<file path="config.mk">
export PLATFORM = sky130hd
export DESIGN_NAME = isc_start_stop_ctrl
export DESIGN_NICKNAME = d
export VERILOG_FILES = /design/src/hw/isc_pkg.sv /design/src/hw/isc_cond_detect.sv /design/src/hw/isc_start_stop_ctrl.sv
export SDC_FILE = /design/constraint.sdc
export NUM_CORES = 1
export LEC_CHECK = 0
export ABC_AREA = 1
export BUFFER_PORTS_ARGS = -buffer_cell sky130_fd_sc_hd__buf_2
export CAP_MARGIN = 0
export CORE_MARGIN = 1
export CORE_UTILIZATION = 58
export DETAILED_ROUTE_END_ITERATION = 10
export GPL_ROUTABILITY_DRIVEN = 0
export GPL_TIMING_DRIVEN = 0
export PLACE_DENSITY = 0.82
export SYNTH_ARGS = -nofsm -noshare
export SYNTH_HDL_FRONTEND = slang
export SYNTH_SLANG_ARGS = --single-unit
export TNS_END_PERCENT = 1
</file>
<file path="constraint.sdc">
create_clock -name clk -period 2.7 [get_ports clk]
set_input_delay 0.27 -clock clk [delete_from_list [all_inputs] [get_ports clk]]
set_output_delay 0.27 -clock clk [all_outputs]
set_load 0.05 [all_outputs]
</file>
<file path="src/hw/isc_pkg.sv">
// Constants and carrier types of the start/stop condition control block
//
// Overview of operation
// RULE1 - Master select clear: follow remote master as slave
// RULE2 - Master select set: generate conditions and SCL
// RULE3 - Clear master select on loss, stop, reject
// RULE4 - Software checks busy, then writes start pattern
// RULE5 - Ignore master/direction write during duplicate window
// RULE6 - Duplicate window: busy rise to address received
// RULE7 - Start pattern write on free bus emits START
// RULE8 - After START, clear bit counter, clock byte
// RULE9 - START setup/hold: 20 standard, 10 fast
// RULE10 - Stop pattern write while enabled emits STOP
// RULE11 - STOP setup/hold: 20/18 standard, 12/10 fast
// RULE12 - Detect only when release, setup, hold met
// RULE13 - Busy set by START, cleared by STOP
// RULE14 - Standard thresholds: setting plus one, halved
// RULE15 - Fast thresholds: release 4, setup/hold 2
// RULE16 - Busy updates after delay; fast 3.5 cycles (the code uses ISC_BB_DLY_HS, 4 cycles)
// RULE17 - Never program setting zero or odd
// RULE18 - STOP seen as slave raises bus interrupt
// RULE19 - Busy forced low when disabled or reset
// RULE20 - Standard busy delay: setting minus one plus two
package isc_pkg;

  // Register byte addresses
  localparam logic [7:0] ISC_ADDR_CTRL   = 8'h00;
  localparam logic [7:0] ISC_ADDR_STATUS = 8'h04;
  localparam logic [7:0] ISC_ADDR_THRESH = 8'h08;
  localparam logic [7:0] ISC_ADDR_DATA   = 8'h0C;

  // Control register fields
  localparam int ISC_CTRL_EN = 0;
  localparam int ISC_CTRL_HS = 1;

  // Status register fields
  localparam int ISC_ST_MS   = 7;
  localparam int ISC_ST_TD   = 6;
  localparam int ISC_ST_BB   = 5;
  localparam int ISC_ST_WAIT = 4;
  localparam int ISC_ST_AL   = 3;

  // Reset value of the detection setting
  localparam logic [4:0] ISC_SSC_RST = 5'h18;

  // Generation counts in system clock cycles
  localparam logic [5:0] ISC_STA_SU_STD = 6'h14;
  localparam logic [5:0] ISC_STA_HD_STD = 6'h14;
  localparam logic [5:0] ISC_STA_SU_HS  = 6'h0A;
  localparam logic [5:0] ISC_STA_HD_HS  = 6'h0A;
  localparam logic [5:0] ISC_STO_SU_STD = 6'h14;
  localparam logic [5:0] ISC_STO_HD_STD = 6'h12;
  localparam logic [5:0] ISC_STO_SU_HS  = 6'h0C;
  localparam logic [5:0] ISC_STO_HD_HS  = 6'h0A;
  localparam logic [5:0] ISC_HALF_STD   = 6'h28;
  localparam logic [5:0] ISC_HALF_HS    = 6'h14;

  // Detection counts in system clock cycles
  localparam logic [5:0] ISC_DET_REL_HS = 6'h04;
  localparam logic [5:0] ISC_DET_SU_HS  = 6'h02;
  localparam logic [5:0] ISC_DET_HD_HS  = 6'h02;
  localparam logic [5:0] ISC_BB_DLY_HS  = 6'h04;
  localparam logic [5:0] ISC_REL_ADD    = 6'h01;
  localparam logic [5:0] ISC_BB_SUB     = 6'h01;
  localparam logic [5:0] ISC_BB_ADD     = 6'h02;

  // Bit counter: eight data bits then the acknowledge clock
  localparam logic [3:0] ISC_BIT_FIRST = 4'h0;
  localparam logic [3:0] ISC_BIT_ACK   = 4'h8;

  // Synchronised bus levels
  typedef struct packed {
    logic scl;
    logic sda;
  } isc_pins_t;

  // One-cycle condition events after the busy delay
  typedef struct packed {
    logic start;
    logic stop;
  } isc_det_t;

endpackage

</file>
<file path="src/hw/isc_cond_detect.sv">
// START/STOP condition detector with pin synchronisers
module isc_cond_detect
  import isc_pkg::*;
(
  input  wire logic       clk,
  input  wire logic       arst_n,
  input  wire logic       scl_pin,
  input  wire logic       sda_pin,
  input  wire logic       enable,
  input  wire logic       high_speed,
  input  wire logic [4:0] ssc,
  output isc_pins_t       bus,
  output isc_det_t        det
);

  logic [1:0] scl_sync;
  logic [1:0] sda_sync;
  logic       sda_q;
  logic [5:0] scl_hi;
  logic [5:0] sda_st;
  logic [5:0] cnt;
  logic       pend;
  logic       held;
  logic       kind;
  logic [5:0] rel;
  logic [5:0] su;
  logic [5:0] bbd;
  logic       sda_edge;

  //////////////////////////////////////////////////////////////////////////
  // Two-stage synchronisers; stage 0 feeds only stage 1
  always_ff @(posedge clk or negedge arst_n) begin
    if (!arst_n) begin
      scl_sync <= 2'h3;
      sda_sync <= 2'h3;
    end else begin
      scl_sync <= {scl_sync[0], scl_pin};
      sda_sync <= {sda_sync[0], sda_pin};
    end
  end

  assign bus = '{scl: scl_sync[1], sda: sda_sync[1]};

  // Thresholds per clock mode
  always_comb begin
    if (high_speed) begin
      rel = ISC_DET_REL_HS;                          // [RULE15]
      su  = ISC_DET_SU_HS;                           // [RULE15]
      bbd = ISC_BB_DLY_HS;                           // [RULE16]
    end else begin
      rel = {1'b0, ssc} + ISC_REL_ADD;               // [RULE14]
      su  = (rel + ISC_REL_ADD) >> 1;                // [RULE14]
      bbd = {1'b0, ssc} - ISC_BB_SUB + ISC_BB_ADD;   // [RULE20]
    end
  end

  assign sda_edge = bus.scl && (bus.sda != sda_q);

  //////////////////////////////////////////////////////////////////////////
  // Saturating high-time counters; half cycles rounded up
  always_ff @(posedge clk or negedge arst_n) begin
    if (!arst_n) begin
      sda_q  <= 1'b1;
      scl_hi <= 6'h00;
      sda_st <= 6'h00;
    end else begin
      sda_q  <= bus.sda;
      scl_hi <= !bus.scl ? 6'h00 : scl_hi + {5'h00, scl_hi != 6'h3F};
      sda_st <= (!bus.scl || sda_edge) ? 6'h00
              : sda_st + {5'h00, sda_st != 6'h3F};
    end
  end

  // Qualify the edge, check hold, then report after the busy delay
  always_ff @(posedge clk or negedge arst_n) begin
    if (!arst_n) begin
      pend <= 1'b0;
      held <= 1'b0;
      kind <= 1'b0;
      cnt  <= 6'h00;
      det  <= '0;
    end else begin
      det <= '0;
      if (!enable) begin
        pend <= 1'b0;
      end else if (sda_edge && scl_hi >= su && sda_st >= su) begin
        pend <= 1'b1;                                // [RULE12]
        held <= 1'b0;
        kind <= bus.sda;
        cnt  <= 6'h01;
      end else if (pend) begin
        cnt <= cnt + 6'h01;
        if (!held && (!bus.scl || bus.sda != kind)) begin
          pend <= 1'b0;                              // [RULE12]
        end else if (!held && cnt >= su) begin
          held <= scl_hi >= rel;                     // [RULE12]
          pend <= scl_hi >= rel;
        end else if (held && cnt >= bbd) begin
          pend      <= 1'b0;
          det.start <= !kind;                        // [RULE16]
          det.stop  <= kind;
        end
      end
    end
  end

endmodule

</file>
<file path="src/hw/isc_start_stop_ctrl.sv">
// START/STOP condition control with APB registers and byte clocking
//
// Implementation choices: the placing of the registers and the APB interface to the registers.
module isc_start_stop_ctrl
  import isc_pkg::*;
(
  input  wire logic        clk,
  input  wire logic        arst_n,
  input  wire logic [7:0]  paddr,
  input  wire logic        psel,
  input  wire logic        penable,
  input  wire logic        pwrite,
  input  wire logic [31:0] pwdata,
  output logic      [31:0] prdata,
  output logic             pready,
  output logic             pslverr,
  input  wire logic        scl_in,
  output logic             scl_out,
  output logic             scl_oe,
  input  wire logic        sda_in,
  output logic             sda_out,
  output logic             sda_oe,
  output logic             serial_bus_irq
);

  typedef enum logic [3:0] {
    G_IDLE, G_STA_SU, G_STA_HD, G_LOW, G_HIGH,
    G_WAIT, G_STO_LOW, G_STO_SU, G_STO_HD
  } isc_gen_t;

  isc_gen_t   gen_state;
  logic [5:0] gen_cnt;
  logic       interface_enable;
  logic       high_speed;
  logic [4:0] detect_threshold_setting;
  logic       master_select;
  logic       transmit_direction;
  logic       bus_busy_flag;
  logic       byte_wait;
  logic       arb_lost;
  logic       addr_pending;
  logic [7:0] shift_reg;
  logic [3:0] bit_cnt;
  logic       scl_q;
  isc_pins_t  bus;
  isc_det_t   det;

  logic       acc;
  logic       wr_ctrl;
  logic       wr_st;
  logic       wr_thr;
  logic       wr_data;
  logic       mapped;
  logic       start_req;
  logic       stop_req;
  logic       dup_reject;
  logic       samp;
  logic       arb_now;
  logic       byte_end;
  logic       scl_rise;
  logic       slave_addr_done;
  logic       drive_low;
  logic [5:0] sta_su;
  logic [5:0] sta_hd;
  logic [5:0] sto_su;
  logic [5:0] sto_hd;
  logic [5:0] half;
  logic [31:0] next_rdata;

  //////////////////////////////////////////////////////////////////////////
  // Condition detector and pin synchronisers
  isc_cond_detect u_detect (
    .clk        (clk),
    .arst_n     (arst_n),
    .scl_pin    (scl_in),
    .sda_pin    (sda_in),
    .enable     (interface_enable),
    .high_speed (high_speed),
    .ssc        (detect_threshold_setting),
    .bus        (bus),
    .det        (det)
  );

  //////////////////////////////////////////////////////////////////////////
  // APB decode; zero wait states, unmapped access flags an error
  assign acc     = psel && penable;
  assign mapped  = paddr == ISC_ADDR_CTRL || paddr == ISC_ADDR_STATUS ||
                   paddr == ISC_ADDR_THRESH || paddr == ISC_ADDR_DATA;
  assign pready  = 1'b1;
  assign pslverr = acc && !mapped;
  assign wr_ctrl = acc && pwrite && paddr == ISC_ADDR_CTRL;
  assign wr_st   = acc && pwrite && paddr == ISC_ADDR_STATUS;
  assign wr_thr  = acc && pwrite && paddr == ISC_ADDR_THRESH;
  assign wr_data = acc && pwrite && paddr == ISC_ADDR_DATA;

  // Status write patterns
  assign start_req = wr_st && pwdata[ISC_ST_MS] && pwdata[ISC_ST_TD] &&
                     pwdata[ISC_ST_BB] && interface_enable &&
                     !bus_busy_flag && gen_state == G_IDLE;   // [RULE7]
  assign stop_req  = wr_st && pwdata[ISC_ST_MS] && pwdata[ISC_ST_TD] &&
                     !pwdata[ISC_ST_BB] && interface_enable &&
                     master_select && gen_state == G_WAIT;    // [RULE10]
  // Busy raised by another master inside the address window
  assign dup_reject = wr_st && pwdata[ISC_ST_MS] && bus_busy_flag &&
                      addr_pending && !master_select;         // [RULE5]

  // Read mux is sampled in the setup phase so prdata comes from a flop
  always_comb begin
    next_rdata = 32'h0000_0000;
    unique case (paddr)
      ISC_ADDR_CTRL: begin
        next_rdata[ISC_CTRL_EN] = interface_enable;
        next_rdata[ISC_CTRL_HS] = high_speed;
      end
      ISC_ADDR_STATUS: begin
        next_rdata[ISC_ST_MS]   = master_select;
        next_rdata[ISC_ST_TD]   = transmit_direction;
        next_rdata[ISC_ST_BB]   = bus_busy_flag;
        next_rdata[ISC_ST_WAIT] = byte_wait;
        next_rdata[ISC_ST_AL]   = arb_lost;
      end
      ISC_ADDR_THRESH: next_rdata[4:0] = detect_threshold_setting;
      ISC_ADDR_DATA:   next_rdata[7:0] = shift_reg;
      default:         next_rdata = 32'h0000_0000;
    endcase
  end

  always_ff @(posedge clk or negedge arst_n) begin
    if (!arst_n) begin
      prdata <= 32'h0000_0000;
    end else if (psel && !penable) begin
      prdata <= next_rdata;
    end
  end

  // Control and threshold registers; setting must be even, non-zero
  always_ff @(posedge clk or negedge arst_n) begin
    if (!arst_n) begin
      interface_enable         <= 1'b0;
      high_speed               <= 1'b0;
      detect_threshold_setting <= ISC_SSC_RST;
    end else begin
      if (wr_ctrl) begin
        interface_enable <= pwdata[ISC_CTRL_EN];
        high_speed       <= pwdata[ISC_CTRL_HS];
      end
      if (wr_thr) begin
        detect_threshold_setting <= pwdata[4:0];      // [RULE17]
      end
    end
  end

  //////////////////////////////////////////////////////////////////////////
  // Mode-dependent generation counts
  assign sta_su = high_speed ? ISC_STA_SU_HS : ISC_STA_SU_STD;  // [RULE9]
  assign sta_hd = high_speed ? ISC_STA_HD_HS : ISC_STA_HD_STD;  // [RULE9]
  assign sto_su = high_speed ? ISC_STO_SU_HS : ISC_STO_SU_STD;  // [RULE11]
  assign sto_hd = high_speed ? ISC_STO_HD_HS : ISC_STO_HD_STD;  // [RULE11]
  assign half   = high_speed ? ISC_HALF_HS : ISC_HALF_STD;

  // Byte clocking events
  assign samp     = gen_state == G_HIGH && bus.scl && gen_cnt >= half;
  assign byte_end = samp && bit_cnt == ISC_BIT_ACK;
  assign arb_now  = samp && transmit_direction && bit_cnt < ISC_BIT_ACK &&
                    shift_reg[7] && !bus.sda;
  assign scl_rise = bus.scl && !scl_q;
  assign slave_addr_done = !master_select && scl_rise &&
                           bit_cnt == ISC_BIT_ACK;
  assign drive_low = transmit_direction && bit_cnt < ISC_BIT_ACK &&
                     !shift_reg[7];

  // Open-drain pins only ever pull low
  assign scl_out = 1'b0;
  assign sda_out = 1'b0;

  //////////////////////////////////////////////////////////////////////////
  // Master generator: START, byte clocks, wait, STOP
  always_ff @(posedge clk or negedge arst_n) begin
    if (!arst_n) begin
      gen_state <= G_IDLE;
      gen_cnt   <= 6'h00;
      scl_oe    <= 1'b0;
      sda_oe    <= 1'b0;
    end else if (!interface_enable) begin
      gen_state <= G_IDLE;
      scl_oe    <= 1'b0;
      sda_oe    <= 1'b0;
    end else begin
      gen_cnt <= gen_cnt + 6'h01;
      unique case (gen_state)
        G_IDLE: begin
          scl_oe  <= 1'b0;
          sda_oe  <= 1'b0;
          gen_cnt <= 6'h00;
          if (start_req) begin
            gen_state <= G_STA_SU;                    // [RULE2]
          end
        end
        G_STA_SU: begin
          // Setup counts only while both lines are seen released
          if (!bus.scl || !bus.sda) begin
            gen_cnt <= 6'h00;
          end else if (gen_cnt >= sta_su) begin
            sda_oe    <= 1'b1;                        // [RULE9]
            gen_cnt   <= 6'h01;  // Entry cycle counts toward the hold
            gen_state <= G_STA_HD;
          end
        end
        G_STA_HD: begin
          if (gen_cnt >= sta_hd) begin
            scl_oe    <= 1'b1;                        // [RULE9]
            gen_cnt   <= 6'h00;
            gen_state <= G_LOW;                       // [RULE8]
          end
        end
        G_LOW: begin
          sda_oe <= drive_low;
          if (gen_cnt >= half) begin
            scl_oe    <= 1'b0;
            gen_cnt   <= 6'h00;
            gen_state <= G_HIGH;
          end
        end
        G_HIGH: begin
          // A slave stretching SCL holds the count at zero
          if (!bus.scl) begin
            gen_cnt <= 6'h00;
          end else if (samp) begin
            gen_cnt <= 6'h00;
            if (arb_now) begin
              sda_oe <= 1'b0;
            end
            if (!byte_end) begin
              scl_oe    <= 1'b1;
              gen_state <= G_LOW;
            end else if (arb_lost || arb_now) begin
              scl_oe    <= 1'b0;
              sda_oe    <= 1'b0;
              gen_state <= G_IDLE;                    // [RULE3]
            end else begin
              scl_oe    <= 1'b1;
              sda_oe    <= 1'b0;
              gen_state <= G_WAIT;
            end
          end
        end
        G_WAIT: begin
          gen_cnt <= 6'h00;
          if (stop_req) begin
            gen_state <= G_STO_LOW;                   // [RULE10]
          end else if (wr_data) begin
            gen_state <= G_LOW;
          end
        end
        G_STO_LOW: begin
          sda_oe <= 1'b1;
          if (gen_cnt >= half) begin
            scl_oe    <= 1'b0;
            gen_cnt   <= 6'h00;
            gen_state <= G_STO_SU;
          end
        end
        G_STO_SU: begin
          if (!bus.scl) begin
            gen_cnt <= 6'h00;
          end else if (gen_cnt >= sto_su) begin
            sda_oe    <= 1'b0;                        // [RULE11]
            gen_cnt   <= 6'h00;
            gen_state <= G_STO_HD;
          end
        end
        G_STO_HD: begin
          if (gen_cnt >= sto_hd) begin
            gen_state <= G_IDLE;                      // [RULE11]
          end
        end
      endcase
    end
  end

  //////////////////////////////////////////////////////////////////////////
  // Bit counter: master clocks or remote clocks in slave mode
  always_ff @(posedge clk or negedge arst_n) begin
    if (!arst_n) begin
      bit_cnt <= ISC_BIT_FIRST;
      scl_q   <= 1'b1;
    end else begin
      scl_q <= bus.scl;
      if (gen_state == G_STA_HD || det.start) begin
        bit_cnt <= ISC_BIT_FIRST;                     // [RULE8]
      end else if (byte_end || slave_addr_done) begin
        bit_cnt <= ISC_BIT_FIRST;
      end else if (samp || (!master_select && scl_rise)) begin
        bit_cnt <= bit_cnt + 4'h1;                    // [RULE1]
      end
    end
  end

  // Shift register: software load, then shift on each sampled data bit, not on the acknowledge
  always_ff @(posedge clk or negedge arst_n) begin
    if (!arst_n) begin
      shift_reg <= 8'h00;
    end else if (wr_data) begin
      shift_reg <= pwdata[7:0];
    end else if (bit_cnt < ISC_BIT_ACK &&
                 (samp || (!master_select && scl_rise))) begin
      shift_reg <= {shift_reg[6:0], bus.sda};         // [RULE1]
    end
  end

  //////////////////////////////////////////////////////////////////////////
  // Master select: set by the start pattern, cleared by hardware
  always_ff @(posedge clk or negedge arst_n) begin
    if (!arst_n) begin
      master_select <= 1'b0;                          // [RULE3]
    end else if (start_req) begin
      master_select <= 1'b1;                          // [RULE4]
    end else if (det.stop || dup_reject ||
                 (byte_end && (arb_lost || arb_now))) begin
      master_select <= 1'b0;                          // [RULE3]
    end
  end

  // Direction: software writes, hardware clears on loss or conditions
  always_ff @(posedge clk or negedge arst_n) begin
    if (!arst_n) begin
      transmit_direction <= 1'b0;
    end else if (start_req) begin
      transmit_direction <= 1'b1;
    end else if (arb_now || det.stop || dup_reject ||
                 (det.start && !master_select)) begin
      transmit_direction <= 1'b0;                     // [RULE5]
    end else if (wr_st && !pwdata[ISC_ST_MS]) begin
      transmit_direction <= pwdata[ISC_ST_TD];
    end
  end

  // Arbitration and end-of-byte wait flags
  always_ff @(posedge clk or negedge arst_n) begin
    if (!arst_n) begin
      arb_lost  <= 1'b0;
      byte_wait <= 1'b0;
    end else begin
      if (arb_now) begin
        arb_lost <= 1'b1;
      end else if (start_req) begin
        arb_lost <= 1'b0;
      end
      byte_wait <= gen_state == G_WAIT && !wr_data && !stop_req;
    end
  end

  //////////////////////////////////////////////////////////////////////////
  // Bus busy from detected conditions, forced low while disabled
  always_ff @(posedge clk or negedge arst_n) begin
    if (!arst_n) begin
      bus_busy_flag <= 1'b0;                          // [RULE19]
    end else if (!interface_enable) begin
      bus_busy_flag <= 1'b0;                          // [RULE19]
    end else if (det.start) begin
      bus_busy_flag <= 1'b1;                          // [RULE13]
    end else if (det.stop) begin
      bus_busy_flag <= 1'b0;                          // [RULE13]
    end
  end

  // Duplicate window: opens with busy, shuts when address is in
  always_ff @(posedge clk or negedge arst_n) begin
    if (!arst_n) begin
      addr_pending <= 1'b0;
    end else if (!interface_enable || det.stop) begin
      addr_pending <= 1'b0;
    end else if (det.start) begin
      addr_pending <= 1'b1;                           // [RULE6]
    end else if (byte_end || slave_addr_done) begin
      addr_pending <= 1'b0;                           // [RULE6]
    end
  end

  // Stop seen while a slave: one-cycle request to the CPU
  always_ff @(posedge clk or negedge arst_n) begin
    if (!arst_n) begin
      serial_bus_irq <= 1'b0;
    end else begin
      serial_bus_irq <= det.stop && !master_select;   // [RULE18]
    end
  end

endmodule

</file>
==> key figures <==
Synth
  – Post-synthesis sequential area ratio: 35.2%
  – Async SR Flop Fraction: 100%
  – Yosys top cell area share: 31.3%
  – Synth Flop Type: dfrtp_1
  – Synth Area per Inst: 7.63 µm²
  – Yosys warns: 0
  – Post-synthesis register bit count: 75
  – Mapped Cells: 703
  – Largest cells by area after synthesis: dfrtp_1, ha_1, nand2_1
  – EDFF count, synth: 0
  – Dominant cell type by area after synthesis: dfrtp_1
  – Syn Std Cell Area: 5360 µm²
  – Synth unique cells: 51

Final layout
  – Post-layout instance area: 6250 µm²
  – Antenna Cells: 0
  – NumNets Final: 879
  – Area grow syn2layout: 16.5%
  – Share of cells above drive strength 1: 22.6%

Power
  – Clock power share: 36.4%
  – Pwr Total: 0.00233 W
  – VDD IR max: 0.266 mV
  – Net Sw Frac: 31.7%
  – Sequential share of power: 50.1%
  – Int Pwr: 0.00159 W
  – Leak: 3.41 nW
  – Pwr/cell area: 372 nW/µm²
  – Combinational power share: 13.5%
  – Sw power: 0.000737 W

STA
  – Worst rel slew slack: 49.9%
  – Final Hold Vio Count: 0
  – Final min period: 2.63 ns
  – Worst-margin pin slew: 0.746 ns
  – # setup viols final: 0
  – Final worst-path cycle share: 97.5%
  – Max-slew violations: 0
  – Worst Skew: 0.0171 ns
  – RSZ-0062 raised after global routing: true
  – Fmax: 380 MHz
  – Setup_tns: 0 ns

Status
  – Status: finished with violations
  – Failing checks: design-rule violations

Floorplan
  – Starting Density: 60.6%
  – Die area: 9630 µm²
  – Die Height: 98.2 µm
  – Core Box Area: 8850 µm²
  – Die X: 98.2 µm
  – Ports: 86
  – Cell row count: 34

Clock network
  – H-tree lvl count: 3
  – Clk root buf: clkbuf_8
  – Worst-path clk slew: 0.09 ns
  – CTS sink cnt: 75
  – CTS tree: done
  – Total CTS buffers: 9
  – Clk buf depth: 2
  – Worst-skew pair later-pin latency: 0.37 ns

Route
  – Via count: 4,976
  – WL/cell: 14.7 µm
  – DRC Markers: 1
  – Final wirelength: 13,200 µm
  – Via/cell ratio: 5.54
  – DR iter-0 viols: 359
  – Remaining antenna violation count after routing: 0
  – First drt pass iteration count: 10

Critical path
  – Worst-path cell chain: ha_4, xor2_2, buf_4, nand2_2, a21oi_2, o21ai_2, buf_4, ha_1, a21o_1, a211oi_1, nand3_1, nand2_1, nor2_1, nand3b_1, nand2_1
  – Crit Path Category: register to register
  – Worst EP required: 2.96 ns
  – Worst Path Buf+Inv: 2
  – CP Max Fanout: 5
  – CP Launch Type: register
  – Cell family with most CP delay: compound AO/OA/AOI/OAI gates
  – Max incr delay on CP: 0.48 ns
  – CP max stage cell: dfrtp_2
  – Arr. time, crit path: 2.89 ns
  – Crit. End Element: register

Global route
  – Grt total ovfl: 0
  – Initial antenna violation count: 0
  – GRT Util Overall: 27.3%
  – First-pass GRT wire length: 21,200 µm
  – Vias in the first global route: 4,646
  – Largest net degree at the start of global routing: 54

Place
  – Placed inst area: 5790 µm²
  – HPWL Detailed: 9580 µm
  – # port buffers: 34

Worst hold path
  – Worst hold-check path type: input port to register

Flow run
  – Max cap viols: 0
[repair_timing]
action | CTS | global route
setup endpoints to repair | 20 | 24
hold buffers | 3 | 0
resized for setup | 9 | 36
hold endpoints to repair | 24 | 0
pin swaps | 1 | 10
setup buffers | 0 | 9
[stage by stage]
stage	hold slack, ns	worst slack (ns)	instances	util, %
2_1_floorplan	-0.0256	0.350	728	-
3_3_place_gp	0.346	-0.109	870	65.1
3_5_place_dp	0.202	-0.193	871	65.5
4_1_cts	0.149	-0.0465	890	68.1
5_1_grt	0.160	-0.0988	899	70.6
6_report	0.161	0.0672	899	70.6
[power by group through the flow]
stage	combinational (W)	sequential [W]	clock, W
3_5_place_dp	0.000298	0.00119	0
5_1_grt	0.000342	0.00117	0.000886
3_3_place_gp	0.000284	0.00118	0
4_1_cts	0.000304	0.00116	0.000850
6_report	0.000315	0.00117	0.000846
2_1_floorplan	0.000203	0.00120	0
[cells in the mapped netlist (5+ instances only)]
master      n
inv_1     102
nor2_1     67
o21ai_1     7
nor3_1     14
nor2_2      6
inv_2      12
o211ai_1    7
nand2_1   138
o21ai_0    34
a21oi_1    32
dfstp_2     8
nand3_1    44
nand4_1    16
buf_4      27
dfrtp_1    67
o22ai_1     5
xor2_1     10
ha_1       46
[area by class of cell]
cell class / instances / area [µm²]
clock inverter: 7 / 58.8
tap: 108 / 135
sequential: 75 / 1890
multi-input combinational: 502 / 3050
fill: 679 / 2600
clock buffer: 9 / 124
inverter: 117 / 445
timing repair buffer: 47 / 298
buffer: 34 / 244
[worst paths after layout]
kind	to	from	slack (ns)	cells past startpoint
worst max-delay path	u_detect.held$_DFFE_PN0P_	detect_threshold_setting[0]$_DFFE_PN0P_	0.07	15
worst min register to register	u_detect.sda_sync[1]$_DFF_PN1_	u_detect.sda_sync[0]$_DFF_PN1_	0.36	0
worst min-delay path	detect_threshold_setting[2]$_DFFE_PN0P_	pwdata[2]	0.16	2
max in group asynchronous	u_detect.sda_sync[1]$_DFF_PN1_	arst_n	1.74	3
min in group asynchronous	scl_oe$_DFFE_PN0P_	arst_n	0.33	2
worst max register to register	u_detect.held$_DFFE_PN0P_	detect_threshold_setting[0]$_DFFE_PN0P_	0.07	15
[kinds of logic after synthesis]
logic type / share of synthesized area, %
multiplexers: 0.210
AND/OR/NAND/NOR: 26.9
buffers and inverters: 12.8
other: 0.140
AO/OA/AOI/OAI: 11.8
adder cells (fa/ha/maj): 10.7
XOR/XNOR: 2.29
flip-flops: 35.2
[cell usage in the layout (no fill, tap or decap), types with 3 or more instances in the layout]
cell type | Yosys | routed
buf_4 | 27 | 38
nor2_1 | 67 | 63
ha_4 | 0 | 5
nand4_2 | 3 | 3
o211ai_1 | 7 | 7
a21oi_4 | 1 | 3
inv_2 | 12 | 15
dfrtp_2 | 0 | 4
ha_1 | 46 | 41
xor2_1 | 10 | 8
o22ai_1 | 5 | 5
nor2_2 | 6 | 8
clkbuf_8 | 0 | 9
nand3_1 | 44 | 43
conb_1 | 2 | 27
a21oi_1 | 32 | 28
inv_1 | 102 | 99
nor2_4 | 4 | 6
xnor2_1 | 4 | 4
buf_2 | 3 | 36
o21ai_2 | 2 | 4
dfstp_2 | 8 | 8
nand3_2 | 3 | 4
nor3_1 | 14 | 13
nand2_2 | 4 | 8
o21ai_1 | 7 | 9
nand4_1 | 16 | 16
nand2_1 | 138 | 134
o21ai_0 | 34 | 30
dfrtp_1 | 67 | 63
inv_6 | 1 | 3
dlygate4sd3_1 | 0 | 3
[layer usage]
layer | routed length, µm | vias up | GRT usage [%]
met5 | 0 | - | 0
met1 | 5570 | 2330 | 35.4
met3 | 815 | 29 | 4.80
met4 | 255 | 0 | 10.3
met2 | 6560 | 205 | 45.5
li1 | - | 2412 | -
(Power assumes the default switching activity.)
